`config.mk`:
```
export PLATFORM = sky130hd
export DESIGN_NAME = tce_top
export DESIGN_NICKNAME = d
export VERILOG_FILES = /design/src/common/tce_pkg.sv /design/src/rtl/tce_pin_filter.sv /design/src/rtl/tce_prescale.sv /design/src/rtl/tce_top.sv
export SDC_FILE = /design/constraint.sdc
export NUM_CORES = 1
export LEC_CHECK = 0
export BUFFER_PORTS_ARGS = -buffer_cell sky130_fd_sc_hd__buf_2
export CAP_MARGIN = 20
export CORE_ASPECT_RATIO = 2
export CORE_MARGIN = 4
export CORE_UTILIZATION = 50
export DETAILED_ROUTE_END_ITERATION = 10
export PLACE_DENSITY = 0.74
export SETUP_SLACK_MARGIN = 0.05
export SYNTH_ARGS = -nofsm -noshare
export SYNTH_HDL_FRONTEND = slang
export SYNTH_HIERARCHICAL = 1
export SYNTH_SLANG_ARGS = --single-unit
```
`constraint.sdc`:
```
create_clock -name aclk -period 3.73 [get_ports aclk]
set_clock_uncertainty 0.15 [all_clocks]
set_input_delay 0.1865 -clock aclk [delete_from_list [all_inputs] [get_ports aclk]]
set_output_delay 0.1865 -clock aclk [all_outputs]
set_load 0.02 [all_outputs]
```
`src/common/tce_pkg.sv`:
```
// Shared constants, register map and carrier types of the capture, event and square-wave timer.
package tce_pkg;

  localparam int          DATA_W          = 32;
  localparam int          CNT_W           = 16;
  localparam int          OFF_W           = 8;

  localparam logic [7:0]  OFF_MODE        = 8'h00;
  localparam logic [7:0]  OFF_CRC         = 8'h04;
  localparam logic [7:0]  OFF_TOC         = 8'h08;
  localparam logic [7:0]  OFF_PRM         = 8'h0c;
  localparam logic [7:0]  OFF_COUNT       = 8'h10;
  localparam logic [7:0]  OFF_CCA         = 8'h14;
  localparam logic [7:0]  OFF_CAPB        = 8'h18;
  localparam logic [7:0]  OFF_STAT        = 8'h1c;

  localparam int          MODE_OP_LO      = 2;
  localparam int          CRC_A_CAPTURE   = 0;
  localparam int          CRC_A_INVERSE   = 1;
  localparam logic [7:0]  CRC_WR_MASK     = 8'h07;
  localparam int          TOC_OUT_EN      = 0;
  localparam int          TOC_MATCH_TGL   = 1;
  localparam int          PRM_CLK_LO      = 0;
  localparam int          PRM_ES_LO       = 4;
  localparam int          STAT_OVF        = 0;
  localparam int          STAT_PIN        = 1;

  localparam logic [7:0]  MODE_RST        = 8'h00;
  localparam logic [7:0]  CRC_RST         = 8'h00;
  localparam logic [7:0]  TOC_RST         = 8'h00;
  localparam logic [7:0]  PRM_RST         = 8'h00;
  localparam logic [15:0] CCA_RST         = 16'h0000;
  localparam logic [15:0] CNT_ALL_ONES    = 16'hffff;

  localparam logic [1:0]  CLK_FX          = 2'h0;
  localparam logic [1:0]  CLK_FX_DIV_A    = 2'h1;
  localparam logic [1:0]  CLK_FX_DIV_B    = 2'h2;
  localparam logic [1:0]  CLK_EXT         = 2'h3;
  localparam int          DIV_A           = 4;
  localparam int          DIV_B           = 256;

  localparam logic [1:0]  RESP_OKAY       = 2'h0;
  localparam logic [1:0]  RESP_SLVERR     = 2'h2;

  typedef enum logic [1:0] {OP_STOP, OP_RESTART, OP_FREE, OP_MATCH} tce_op_type;
  typedef enum logic [1:0] {ES_FALL, ES_RISE, ES_NONE, ES_BOTH} tce_edge_type;

  typedef struct packed {
    logic [7:0] mode;
    logic [7:0] crc;
    logic [7:0] toc;
    logic [7:0] prm;
  } tce_cfg_type;

  localparam tce_cfg_type CFG_RST = '{mode: MODE_RST, crc: CRC_RST, toc: TOC_RST, prm: PRM_RST};

endpackage

```
`src/rtl/tce_pin_filter.sv`:
```
// Input pin synchroniser and two-sample noise filter.
module tce_pin_filter (
  input  wire logic aclk,
  input  wire logic aresetn,
  input  wire logic pin,
  input  wire logic sample_en,
  output logic      level
);
  logic s1_q, s2_q, s3_q, stab_q, last_q, level_q;
  logic stab_d, last_d, level_d;

  // The stable level moves only when the second and third stages agree.
  always_comb begin
    stab_d  = (s2_q == s3_q) ? s3_q : stab_q;
    last_d  = sample_en ? stab_q : last_q;
    level_d = (sample_en && stab_q == last_q) ? stab_q : level_q;
  end

  always_ff @(posedge aclk) begin
    if (!aresetn) begin
      s1_q    <= 1'b0;
      s2_q    <= 1'b0;
      s3_q    <= 1'b0;
      stab_q  <= 1'b0;
      last_q  <= 1'b0;
      level_q <= 1'b0;
    end else begin
      s1_q    <= pin;
      s2_q    <= s1_q;
      s3_q    <= s2_q;
      stab_q  <= stab_d;
      last_q  <= last_d;
      level_q <= level_d;
    end
  end

  assign level = level_q;
endmodule

```
`src/rtl/tce_prescale.sv`:
```
// Count clock enable generator: internal clock, two divided rates or the input pin edge.
module tce_prescale #(
  parameter int DIV_A_P = 4,
  parameter int DIV_B_P = 256
) (
  input  wire logic       aclk,
  input  wire logic       aresetn,
  input  wire logic       run,
  input  wire logic [1:0] sel,
  input  wire logic       ext_edge,
  output logic            tick
);
  import tce_pkg::*;
  localparam int W = $clog2(DIV_B_P) + 1;
  localparam logic [W-1:0] LAST_A = W'(DIV_A_P - 1);
  localparam logic [W-1:0] LAST_B = W'(DIV_B_P - 1);
  logic [W-1:0] div_q, div_d;
  logic         wrap;

  always_comb begin
    wrap  = (sel == CLK_FX_DIV_A) ? (div_q == LAST_A) : (div_q == LAST_B);
    div_d = (!run || wrap) ? '0 : div_q + W'(1);
    case (sel)
      CLK_FX:       tick = run;
      CLK_FX_DIV_A: tick = run && wrap;
      CLK_FX_DIV_B: tick = run && wrap;
      default:      tick = run && ext_edge;
    endcase
  end

  always_ff @(posedge aclk) begin
    if (!aresetn) begin
      div_q <= '0;
    end else begin
      div_q <= div_d;
    end
  end
endmodule

```
`src/rtl/tce_top.sv`:
```
// Timer slice: pulse width capture, external event counting and square-wave output.
// How it works
// Free-running: selected input edge copies count into capture B, pulses request B.
// Free-running: opposite edge copies count into compare/capture A when enabled.
// Measurement: input sampled at count clock, edge accepted after two equal samples.
// Restart mode: valid edge captures count into B, then clears counter.
// Restart mode: rising or falling edge chosen by the edge-select field.
// Software clears the overflow flag; hardware never clears it itself.
// Event counter: count register increments once per valid input edge.
// Event counter: count equal to A clears count and pulses request A.
// Software loads compare A nonzero in event counter mode.
// Event counter: rising, falling or both edges are selectable.
// Event counter: input sampled with internal clock, two equal samples needed.
// Event counter: overflow set only when A is all ones and passed.
// Software reads the count register for the current event count.
// Software sets capture control, clock, nonzero compare, then mode to start.
// Capture control bit 0 clear makes A a compare; bits 7 to 3 zero.
// Square wave: both output bits set invert the pin each A plus one counts.
// Software leaves compare A alone while the square wave runs.
// Software sets clock, capture control, output control, compare, then mode.
// Two low prescaler bits select the count clock source.
// Counting starts once the operation mode bits leave the stop code.
// Free-running count wraps from all ones to zero and sets overflow.
module tce_top #(
  parameter int ADDR_W = 8
) (
  input  wire logic                  aclk,
  input  wire logic                  aresetn,
  input  wire logic [ADDR_W-1:0]     s_axi_awaddr,
  input  wire logic                  s_axi_awvalid,
  output logic                       s_axi_awready,
  input  wire logic [31:0]           s_axi_wdata,
  input  wire logic [3:0]            s_axi_wstrb,
  input  wire logic                  s_axi_wvalid,
  output logic                       s_axi_wready,
  output logic [1:0]                 s_axi_bresp,
  output logic                       s_axi_bvalid,
  input  wire logic                  s_axi_bready,
  input  wire logic [ADDR_W-1:0]     s_axi_araddr,
  input  wire logic                  s_axi_arvalid,
  output logic                       s_axi_arready,
  output logic [31:0]                s_axi_rdata,
  output logic [1:0]                 s_axi_rresp,
  output logic                       s_axi_rvalid,
  input  wire logic                  s_axi_rready,
  input  wire logic                  timer_input_pin,
  output logic                       timer_output_pin,
  output logic                       timer_output_oe,
  output logic                       irq_match_a,
  output logic                       irq_capture_b
);
  import tce_pkg::*;

  tce_cfg_type          cfg_q, cfg_d;
  logic [ADDR_W-1:0]    awaddr_q, awaddr_d;
  logic                 aw_have_q, aw_have_d, w_have_q, w_have_d;
  logic [31:0]          wdata_q, wdata_d, rdata_q, rdata_d;
  logic [3:0]           wstrb_q, wstrb_d;
  logic                 bvalid_q, bvalid_d, rvalid_q, rvalid_d;
  logic [1:0]           bresp_q, bresp_d, rresp_q, rresp_d;
  logic                 do_write, wr_cca, ovf_clr;
  logic [31:0]          wr_val;
  logic [CNT_W-1:0]     cnt_q, cnt_d, cca_q, cca_d, capb_q, capb_d;
  logic                 ovf_q, ovf_d, out_q, out_d, prev_q, prev_d;
  logic                 irq_a_q, irq_a_d, irq_b_q, irq_b_d;
  tce_op_type           op;
  tce_edge_type         es;
  logic                 run, tick, sample_en, level, rise, fall;
  logic                 sel_edge, inv_edge, cap_b_ev, cap_a_ev, match_ev;
  function automatic logic [31:0] merge(input logic [31:0] old, input logic [31:0] nw,
                                        input logic [3:0] strb);
    logic [31:0] m;
    m = {{8{strb[3]}}, {8{strb[2]}}, {8{strb[1]}}, {8{strb[0]}}};
    return (old & ~m) | (nw & m);
  endfunction
  // The map is dense up to the status word, so an aligned offset beyond it is unmapped.
  function automatic logic known(input logic [7:0] off);
    return off <= OFF_STAT;
  endfunction

  assign op  = tce_op_type'(cfg_q.mode[MODE_OP_LO +: 2]);
  assign es  = tce_edge_type'(cfg_q.prm[PRM_ES_LO +: 2]);
  assign run = (op != OP_STOP);

  // Event counting samples at the internal clock; measurement samples at the count clock.
  assign sample_en = (cfg_q.prm[PRM_CLK_LO +: 2] == CLK_EXT) ? run : tick;

  tce_pin_filter u_filter (
    .aclk      (aclk),
    .aresetn   (aresetn),
    .pin       (timer_input_pin),
    .sample_en (sample_en),
    .level     (level)
  );

  tce_prescale #(
    .DIV_A_P (DIV_A),
    .DIV_B_P (DIV_B)
  ) u_prescale (
    .aclk     (aclk),
    .aresetn  (aresetn),
    .run      (run),
    .sel      (cfg_q.prm[PRM_CLK_LO +: 2]),
    .ext_edge (sel_edge),
    .tick     (tick)
  );

  assign s_axi_awready = !aw_have_q && !bvalid_q;
  assign s_axi_wready  = !w_have_q && !bvalid_q;
  assign s_axi_arready = !rvalid_q;
  assign s_axi_bvalid  = bvalid_q;
  assign s_axi_bresp   = bresp_q;
  assign s_axi_rvalid  = rvalid_q;
  assign s_axi_rresp   = rresp_q;
  assign s_axi_rdata   = rdata_q;
  assign do_write      = aw_have_q && w_have_q;

  // Address and data may arrive in either order; the write lands once both are held.
  always_comb begin
    logic [7:0] woff, roff;
    woff      = 8'(awaddr_q) & 8'hfc;
    roff      = 8'(s_axi_araddr) & 8'hfc;
    cfg_d     = cfg_q;
    awaddr_d  = awaddr_q;
    wdata_d   = wdata_q;
    wstrb_d   = wstrb_q;
    aw_have_d = aw_have_q;
    w_have_d  = w_have_q;
    bvalid_d  = bvalid_q && !s_axi_bready;
    bresp_d   = bresp_q;
    rvalid_d  = rvalid_q && !s_axi_rready;
    rdata_d   = rdata_q;
    rresp_d   = rresp_q;
    wr_cca    = 1'b0;
    ovf_clr   = 1'b0;
    wr_val    = 32'h0000_0000;
    if (s_axi_awvalid && s_axi_awready) begin
      awaddr_d  = s_axi_awaddr;
      aw_have_d = 1'b1;
    end
    if (s_axi_wvalid && s_axi_wready) begin
      wdata_d  = s_axi_wdata;
      wstrb_d  = s_axi_wstrb;
      w_have_d = 1'b1;
    end
    if (do_write) begin
      aw_have_d = 1'b0;
      w_have_d  = 1'b0;
      bvalid_d  = 1'b1;
      bresp_d   = known(woff) ? RESP_OKAY : RESP_SLVERR;
      case (woff)
        OFF_MODE: begin
          wr_val     = merge({24'h0, cfg_q.mode}, wdata_q, wstrb_q);
          cfg_d.mode = wr_val[7:0];
        end
        OFF_CRC: begin
          wr_val    = merge({24'h0, cfg_q.crc}, wdata_q, wstrb_q);
          cfg_d.crc = wr_val[7:0] & CRC_WR_MASK;
        end
        OFF_TOC: begin
          wr_val    = merge({24'h0, cfg_q.toc}, wdata_q, wstrb_q);
          cfg_d.toc = wr_val[7:0];
        end
        OFF_PRM: begin
          wr_val    = merge({24'h0, cfg_q.prm}, wdata_q, wstrb_q);
          cfg_d.prm = wr_val[7:0];
        end
        OFF_CCA: begin
          wr_val = merge({16'h0, cca_q}, wdata_q, wstrb_q);
          wr_cca = 1'b1;
        end
        OFF_STAT: ovf_clr = wstrb_q[0] && wdata_q[STAT_OVF];
        default:  wr_val = 32'h0000_0000;
      endcase
    end
    if (s_axi_arvalid && s_axi_arready) begin
      rvalid_d = 1'b1;
      rresp_d  = known(roff) ? RESP_OKAY : RESP_SLVERR;
      case (roff)
        OFF_MODE:  rdata_d = {24'h0, cfg_q.mode};
        OFF_CRC:   rdata_d = {24'h0, cfg_q.crc};
        OFF_TOC:   rdata_d = {24'h0, cfg_q.toc};
        OFF_PRM:   rdata_d = {24'h0, cfg_q.prm};
        OFF_COUNT: rdata_d = {16'h0, cnt_q};
        OFF_CCA:   rdata_d = {16'h0, cca_q};
        OFF_CAPB:  rdata_d = {16'h0, capb_q};
        OFF_STAT:  rdata_d = {30'h0, level, ovf_q};
        default:   rdata_d = 32'h0000_0000;
      endcase
    end
  end

  always_ff @(posedge aclk) begin
    if (!aresetn) begin
      cfg_q     <= CFG_RST;
      awaddr_q  <= '0;
      wdata_q   <= 32'h0000_0000;
      wstrb_q   <= 4'h0;
      aw_have_q <= 1'b0;
      w_have_q  <= 1'b0;
      bvalid_q  <= 1'b0;
      bresp_q   <= RESP_OKAY;
      rvalid_q  <= 1'b0;
      rdata_q   <= 32'h0000_0000;
      rresp_q   <= RESP_OKAY;
    end else begin
      cfg_q     <= cfg_d;
      awaddr_q  <= awaddr_d;
      wdata_q   <= wdata_d;
      wstrb_q   <= wstrb_d;
      aw_have_q <= aw_have_d;
      w_have_q  <= w_have_d;
      bvalid_q  <= bvalid_d;
      bresp_q   <= bresp_d;
      rvalid_q  <= rvalid_d;
      rdata_q   <= rdata_d;
      rresp_q   <= rresp_d;
    end
  end

  // A stopped timer ignores the pin, so edges seen only while running count.
  always_comb begin
    rise = run && level && !prev_q;
    fall = run && !level && prev_q;
    case (es)
      ES_FALL: {sel_edge, inv_edge} = {fall, rise};
      ES_RISE: {sel_edge, inv_edge} = {rise, fall};
      ES_BOTH: {sel_edge, inv_edge} = {rise || fall, 1'b0};
      default: {sel_edge, inv_edge} = 2'h0;
    endcase
    cap_b_ev = (op == OP_FREE || op == OP_RESTART) && sel_edge;
    cap_a_ev = (op == OP_FREE) && cfg_q.crc[CRC_A_CAPTURE] &&
               cfg_q.crc[CRC_A_INVERSE] && inv_edge;
    match_ev = (op == OP_MATCH) && tick && !cfg_q.crc[CRC_A_CAPTURE] &&
               (cnt_q == cca_q);
  end

  always_comb begin
    cnt_d   = cnt_q;
    cca_d   = wr_cca ? wr_val[15:0] : cca_q;
    capb_d  = capb_q;
    ovf_d   = ovf_q && !ovf_clr;
    out_d   = out_q;
    prev_d  = run ? level : prev_q;
    irq_a_d = 1'b0;
    irq_b_d = cap_b_ev;
    case (op)
      OP_STOP: cnt_d = '0;
      OP_FREE, OP_RESTART: begin
        if (tick) begin
          cnt_d = cnt_q + 16'h0001;
          if (cnt_q == CNT_ALL_ONES) begin
            ovf_d = 1'b1;
          end
        end
        if (op == OP_RESTART && cap_b_ev) begin
          cnt_d = '0;
        end
      end
      default: begin
        if (match_ev) begin
          cnt_d   = '0;
          irq_a_d = 1'b1;
          if (cca_q == CNT_ALL_ONES) begin
            ovf_d = 1'b1;
          end
          if (cfg_q.toc[TOC_OUT_EN] && cfg_q.toc[TOC_MATCH_TGL]) begin
            out_d = !out_q;
          end
        end else if (tick) begin
          cnt_d = cnt_q + 16'h0001;
        end
      end
    endcase
    // A capture beats a simultaneous software write to the same register.
    if (cap_b_ev) begin
      capb_d = cnt_q;
    end
    if (cap_a_ev) begin
      cca_d   = cnt_q;
      irq_a_d = 1'b1;
    end
  end

  always_ff @(posedge aclk) begin
    if (!aresetn) begin
      cnt_q   <= '0;
      cca_q   <= CCA_RST;
      capb_q  <= '0;
      ovf_q   <= 1'b0;
      out_q   <= 1'b0;
      prev_q  <= 1'b0;
      irq_a_q <= 1'b0;
      irq_b_q <= 1'b0;
    end else begin
      cnt_q   <= cnt_d;
      cca_q   <= cca_d;
      capb_q  <= capb_d;
      ovf_q   <= ovf_d;
      out_q   <= out_d;
      prev_q  <= prev_d;
      irq_a_q <= irq_a_d;
      irq_b_q <= irq_b_d;
    end
  end
  assign timer_output_pin = out_q;
  assign timer_output_oe  = cfg_q.toc[TOC_OUT_EN];
  assign irq_match_a      = irq_a_q;
  assign irq_capture_b    = irq_b_q;

  a_stop_clears: assert property (@(posedge aclk) disable iff (!aresetn)
    (op == OP_STOP) |=> (cnt_q == '0)) else $error("stopped counter not zero");
  a_wrap_ovf: assert property (@(posedge aclk) disable iff (!aresetn)
    (op == OP_FREE && tick && cnt_q == CNT_ALL_ONES) |=> (ovf_q && cnt_q == '0))
    else $error("free-running wrap lost overflow");
  a_capb_value: assert property (@(posedge aclk) disable iff (!aresetn)
    cap_b_ev |=> (capb_q == $past(cnt_q) && irq_capture_b))
    else $error("capture B wrong value or no request");
  a_capa_value: assert property (@(posedge aclk) disable iff (!aresetn)
    cap_a_ev |=> (cca_q == $past(cnt_q))) else $error("capture A wrong value");
  a_restart_clear: assert property (@(posedge aclk) disable iff (!aresetn)
    (op == OP_RESTART && cap_b_ev) |=> (cnt_q == '0)) else $error("restart did not clear");
  a_match_clear: assert property (@(posedge aclk) disable iff (!aresetn)
    match_ev |=> (cnt_q == '0 && irq_match_a)) else $error("match did not clear");
  a_event_inc: assert property (@(posedge aclk) disable iff (!aresetn)
    (op == OP_MATCH && tick && !match_ev) |=> (cnt_q == $past(cnt_q) + 16'h0001))
    else $error("event count not incremented");
  a_match_ovf: assert property (@(posedge aclk) disable iff (!aresetn)
    (op == OP_MATCH && !ovf_q && !cap_a_ev && !(match_ev && cca_q == CNT_ALL_ONES))
    |=> !ovf_q) else $error("overflow set without all-ones compare");
  a_wave_toggle: assert property (@(posedge aclk) disable iff (!aresetn)
    (match_ev && cfg_q.toc[TOC_OUT_EN] && cfg_q.toc[TOC_MATCH_TGL])
    |=> (timer_output_pin != $past(timer_output_pin))) else $error("square wave missed toggle");
  a_ovf_sticky: assert property (@(posedge aclk) disable iff (!aresetn)
    (ovf_q && !ovf_clr) |=> ovf_q) else $error("overflow cleared by hardware");
  a_filter_edge: assert property (@(posedge aclk) disable iff (!aresetn)
    (rise || fall) |-> $past(sample_en)) else $error("edge without sampling");
endmodule

```
==> results.json, run 1 <==
{
  "leakagePower_nw": 3.181,
  "start_util": 0.5139,
  "timing.max_cap.violations": 0,
  "place_hpwl_um": 12340,
  "hold_viol_final": 0,
  "synth_seq_area_share": 0.4350,
  "crit_path_end_kind": "register",
  "powerDensity_mw_per_mm2": 446.2,
  "cp_max_fo": 16,
  "crit_arrival_ns": 3.29,
  "setup_ws_ns": 0.5690,
  "die_w_um": 88.55,
  "fmax_ghz": 0.3164,
  "wl_per_cell_um": 17.89,
  "hp-start": "s_axi_araddr[6]",
  "clock_latency_ns": 0.42,
  "synth_top_cell_by_area": "dfxtp_1",
  "timing.final.crit_share": 0.8475,
  "routed_wl_um": 17060,
  "postCtsHoldBufs": 28,
  "worstRegToRegCells": 11,
  "critPathLaunchType": "register",
  "grt_pass1_wl_um": 27150,
  "hold_end": "s_axi_rresp[1]",
  "relSlewSlack": 0.4190,
  "drive_above_1_share": 0.1405,
  "slew_violations": 0,
  "num_antenna_cells": 0,
  "min_path_type": "in -> reg",
  "reg2reg_from": "cfg_q[26]",
  "required_ns": 3.86,
  "critPathKind": "reg -> reg",
  "slowest_stage": "o311ai_4",
  "fin_cells": 954,
  "netlist_area_mm2": 0.006489,
  "synth_seq_cells": 141,
  "die_h_um": 169.1,
  "dp_cells": 893,
  "synth_top_area_share": 0.4350,
  "grt_max_degree": 82,
  "post_cts_resized": 0,
  "hold_depth": 3,
  "worstPathCellList": "inv_1 > ha_1 > inv_1 > and2_1 > o31ai_1 > a31oi_1 > buf_4 > nand2_1 > or4_4 > o311ai_4 > nor2_1",
  "r2r_slack_ns": 0.57,
  "crit_family": "compound AO/OA/AOI/OAI gates",
  "die_area_mm2": 0.01497,
  "vias": 5485,
  "portBuffers": 64,
  "yosys.area_share.simple": 0.1882,
  "ys_types": 59,
  "htree_num_levels": 4,
  "async_reset_ff_frac": 0,
  "synth.most_common_cell": "dfxtp_1",
  "muxShareOfSynthArea": 0.1167,
  "place_ws_ns": 0.6089,
  "track_usage": 0.2357,
  "synth-compound-area-share": 0.1261,
  "numCtsBuffers": 17,
  "overflow": 0,
  "synth_top_family_by_area": "simple AND/OR/NAND/NOR gates",
  "yosys.area_share.adder": 0.01735,
  "synth.top_cells.by_area": "dfxtp_1 44%, mux2i_1 11%, nor2_1 6.3%",
  "ys_warn_count": 6,
  "root_buffer": "clkbuf_16",
  "cts_sinks": 141,
  "tns_ns": 0,
  "final_util": 0.6019,
  "critPathMaxStageDelay_ns": 0.62,
  "num_rows": 58,
  "clk_path_buf_depth": 2,
  "hold_slack_ns": 0.07036,
  "postCtsSetupBuffers": 0,
  "antenna_left": 0,
  "worst-path-buf-inv": 3,
  "fin_nets": 860,
  "period_minus_slack_ns": 3.161,
  "drtIter0Drc": 378,
  "setup_violations": 0,
  "reg2reg_to": "cnt_q[4]",
  "vias_per_cell": 5.749,
  "drc_errors": 0,
  "coreArea_mm2": 0.01263,
  "grt_pass1_vias": 5608,
  "worst_pin_slew_ns": 0.8715,
  "synth-xor-area-share": 0.05264,
  "status": "finished, final reports clean",
  "synth_common_cells": "141 x dfxtp_1, 109 x nor2_1, 70 x mux2i_1, 67 x nand2_1, 39 x clkbuf_1",
  "gp_congestion": 0.9143,
  "rsz0062_at_grt": "false",
  "synth_area_per_cell_um2": 8.925,
  "antenna_found_initial": 0,
  "cpMostUsedCell": "inv_1",
  "syn2layout_area_growth_pct": 17.12,
  "clk_pin_slew_ns": 0.06,
  "syn_inst": 727,
  "ys_dominant_reg_cell": "dfxtp_1",
  "vdd_drop_max_v": 0.0003987,
  "synth_edf_count": 0,
  "cts_tree": "yes",
  "num_io_pins": 105,
  "dr.pass1.iters": 8,
  "nFillCells": 1113
}
## area by class of cell
class / count / area, um2 / share of cell area
timing repair buffer: 97 / 638.1 / 0.08396
clock buffer: 17 / 425.4 / 0.05598
multi-input combinational: 520 / 3318 / 0.4366
clock inverter: 15 / 155.1 / 0.02041
sequential: 141 / 2823 / 0.3714
tap: 150 / 187.7 / 0.02470
inverter: 14 / 52.55 / 0.006915
## stage by stage
step	power [mW]	instance area, um2
6_report	3.391	7600
5_1_grt	3.501	7600
4_1_cts	3.411	7592
3_5_place_dp	1.756	6731
3_3_place_gp	1.751	6731
2_1_floorplan	1.714	6553
## sequential cells by signal (all words and copies together) (netlist names), 2 cells and up
| register | flops |
|---|---|
| capb_q | 16 |
| s_axi_rdata | 16 |
| cfg_q | 26 |
| wstrb_q | 2 |
| awaddr_q | 6 |
| wdata_q | 16 |
| cnt_q | 16 |
| u_prescale/div_q | 9 |
| cca_q | 16 |
## cells in the final DEF (no fill, tap or decap), drive strengths merged, types with 19 or more instances in the layout
cell | netlist | final
dfxtp | 141 | 141
nor2 | 109 | 109
mux2i | 70 | 70
buf | 30 | 69
nand2 | 67 | 67
a21oi | 33 | 33
dlygate4sd3 | 0 | 28
o21ai | 25 | 25
xor2 | 21 | 21
inv | 14 | 21
nand3 | 19 | 19
## where the power goes
group | internal, mW | switching [mW]
sequential | 1.53 | 0.0324
combinational | 0.0704 | 0.115
clock | 0.941 | 0.701
## worst reg2reg max path, stage by stage, from the launching register on
cell and delay (ns):
dfxtp_1 0.44, inv_1 0.11, ha_1 0.26, inv_1 0.15, and2_1 0.15, o31ai_1 0.08, a31oi_1 0.20, buf_4 0.21
nand2_1 0.07, or4_4 0.46, o311ai_4 0.62, nor2_1 0.12
## worst max-delay path by stage
stage               startpoint         to  slack [ns]  cells after the start
floorplan            cfg_q[26]   cnt_q[6]        0.93                     12
global placement     cfg_q[26]   cnt_q[8]        0.75                     11
detailed placement   cfg_q[26]   cnt_q[4]        0.61                     11
CTS                  cfg_q[26]   cnt_q[4]        0.62                     11
global route         cfg_q[26]  cnt_q[13]        0.40                     11
finish               cfg_q[26]   cnt_q[4]        0.57                     11
## metal layers
| layer | part of all wire | up-vias | global-route usage |
|---|---|---|---|
| met5 | 0 | - | 0 |
| met4 | 0.073 | 0 | 0.1868 |
| li1 | - | 2634 | - |
| met3 | 0.038 | 73 | 0.04384 |
| met1 | 0.34 | 2614 | 0.2277 |
| met2 | 0.55 | 164 | 0.4190 |
## logic make-up after synthesis
| family | after synthesis |
|---|---|
| xor+xnor | 39 |
| buf+inv | 83 |
| flops | 141 |
| fa+ha+maj | 9 |
| simple gates | 261 |
| mux | 74 |
| compound gates | 119 |
| other cells | 1 |
Power figures use the tool's default switching activity.
==> inputs of run 2 (changes only) <==
--- a/config.mk
+++ b/config.mk
@@ -11,7 +11,7 @@
 export CORE_MARGIN = 4
 export CORE_UTILIZATION = 50
 export DETAILED_ROUTE_END_ITERATION = 10
-export PLACE_DENSITY = 0.74
+export PLACE_DENSITY = 0.77
 export SETUP_SLACK_MARGIN = 0.05
 export SYNTH_ARGS = -nofsm -noshare
 export SYNTH_HDL_FRONTEND = slang
==> constraint.sdc (replaced) <==
create_clock -name aclk -period 2.8 [get_ports aclk]
set_clock_uncertainty 0.15 [all_clocks]
set_input_delay 0.14 -clock aclk [delete_from_list [all_inputs] [get_ports aclk]]
set_output_delay 0.14 -clock aclk [all_outputs]
set_load 0.02 [all_outputs]
==> run 2 against run 1 <==
Final area increased by 3.0%; power increased by 39%; clock power increased by 45%; sequential cell count unchanged; combinational power increased by 34%; non-clock buffer count increased by 18; fmax increased by 17%; hold slack got worse by 0.018 ns; global-route usage increased by 0.75 points; sequential share of layout area decreased by 1.0 points; critical endpoint is now cnt_q[11]; largest cell class unchanged; largest power group unchanged.
==> results.json, run 2 (same netlist as run 1, synthesis figures left out) <==
{
  "status": "finished, final reports clean",
  "switchingPower_mw": 1.077,
  "overflow": 0,
  "clk_path_buf_depth": 2,
  "coreArea_mm2": 0.01263,
  "critPathMaxStageDelay_ns": 0.47,
  "start_util": 0.5139,
  "gp_congestion": 0.9163,
  "grt_max_degree": 82,
  "intPower_mw": 3.622,
  "crit_path_end_kind": "register",
  "period_minus_slack_ns": 2.694,
  "worst-path-buf-inv": 2,
  "cp_max_fo": 16,
  "setup_violations": 0,
  "drtIter0Drc": 453,
  "antenna_left": 0,
  "antenna_found_initial": 0,
  "root_buffer": "clkbuf_16",
  "fmax_ghz": 0.3712,
  "die_h_um": 169.1,
  "pwr-share-seq": 0.443,
  "timing.max_cap.violations": 0,
  "vias_per_cell": 5.770,
  "fin_nets": 878,
  "dr.pass1.iters": 5,
  "crit_family": "simple AND/OR/NAND/NOR gates",
  "num_rows": 58,
  "slowest_stage": "or4_4",
  "routed_wl_um": 17730,
  "vias": 5608,
  "min_path_type": "in -> reg",
  "place_hpwl_um": 12810,
  "htree_num_levels": 4,
  "sw_frac_of_total": 0.2291,
  "leakagePower_nw": 3.302,
  "wl_per_cell_um": 18.24,
  "cts_tree": "yes",
  "track_usage": 0.2433,
  "finalPower_mw": 4.699,
  "largest_reg_flops": 26,
  "clock_latency_ns": 0.42,
  "clk_pin_slew_ns": 0.06,
  "required_ns": 2.95,
  "portBuffers": 64,
  "tns_ns": 0,
  "numCtsBuffers": 17,
  "num_antenna_cells": 0,
  "grt_pass1_vias": 5567,
  "critPathLaunchType": "register",
  "syn2layout_area_growth_pct": 20.59,
  "p_comb_frac": 0.053,
  "drive_above_1_share": 0.1691,
  "die_area_mm2": 0.01497,
  "vdd_drop_max_v": 0.0005348,
  "num_io_pins": 105,
  "relSlewSlack": 0.4181,
  "worstPathCellList": "inv_2 > ha_2 > nor4b_4 > o2bb2ai_2 > nand3_1 > a31oi_2 > nand2_1 > or4_4 > o311ai_4 > buf_12 > nor2_1",
  "final_cell_mix": "139 x dfxtp_1, 108 x nor2_1, 70 x mux2i_1",
  "p_clk_frac": 0.503,
  "setup_ws_ns": 0.1064,
  "cts_sinks": 141,
  "grt_pass1_wl_um": 27920,
  "mostFrequentLayoutCell": "dfxtp_1",
  "drc_errors": 0,
  "critPathKind": "reg -> reg",
  "postCtsSetupBuffers": 0,
  "regMostFlops": "cfg_q",
  "slew_violations": 0,
  "die_w_um": 88.55,
  "worst_pin_slew_ns": 0.8729,
  "hold_viol_final": 0,
  "rsz0062_at_grt": "true",
  "powerDensity_mw_per_mm2": 600.5,
  "place_ws_ns": 0.1085,
  "nFillCells": 1062,
  "timing.final.crit_share": 0.9620,
  "crit_arrival_ns": 2.85
}
run 2: final cells by class:
cell class,count,area (um2),area share
Multi-Input combinational cell,520,3348,0.4279
Sequential cell,141,2825,0.3610
Timing Repair Buffer,115,789.5,0.1009
Clock buffer,17,425.4,0.05437
Clock inverter,15,196.4,0.02510
Tap cell,150,187.7,0.02398
Inverter,14,52.55,0.006716
run 2: worst min-delay path, delay by kind of cell:
family          cells  cell delay (ns)
buf+inv             1             0.10
simple gates        2             0.27
compound gates      1             0.05
run 2: power groups by stage:
stage / clock network (mW) / logic (mW) / registers (mW)
after floorplan: 0 / 0.171 / 2.11
after global placement: 0 / 0.209 / 2.12
after detailed placement: 0 / 0.216 / 2.13
after CTS: 2.39 / 0.247 / 2.08
after global routing: 2.47 / 0.274 / 2.09
final: 2.37 / 0.250 / 2.08
run 2: stage by stage:
stage	hold WS, ns	instance area (um2)	instances	utilization
floorplan	0.09006	6554	744	-
global placement	0.1771	6887	912	0.5454
detailed placement	0.1792	6887	912	0.5454
CTS	0.04192	7792	972	0.6171
global route	0.08017	7825	972	0.6197
finish	0.05189	7825	972	0.6197
run 2: path summary, 6_finish.rpt:
path                      start              to  slack (ns)  cells after the start
setup / recovery       cfg_q[1]       cnt_q[11]        0.11                     11
hold / removal    s_axi_arvalid  s_axi_rresp[1]        0.05                      4
hold reg to reg   u_filter/s1_q   u_filter/s2_q        0.29                      1
setup reg to reg       cfg_q[1]       cnt_q[11]        0.11                     11
run 2: what timing repair did:
action                                  CTS  global route
endpoints found under the setup margin    1            19
pin swaps                                 0             1
hold buffers                             28             0
endpoints found under the hold margin    27             0
gates resized for setup                   1             9
run 2: metal layers:
layer | part of all wire | up-vias | GRT usage
met3 | 0.038 | 78 | 0.04384
met2 | 0.56 | 209 | 0.4447
met5 | 0 | - | 0
met1 | 0.34 | 2650 | 0.2332
li1 | - | 2671 | -
met4 | 0.064 | 0 | 0.1737
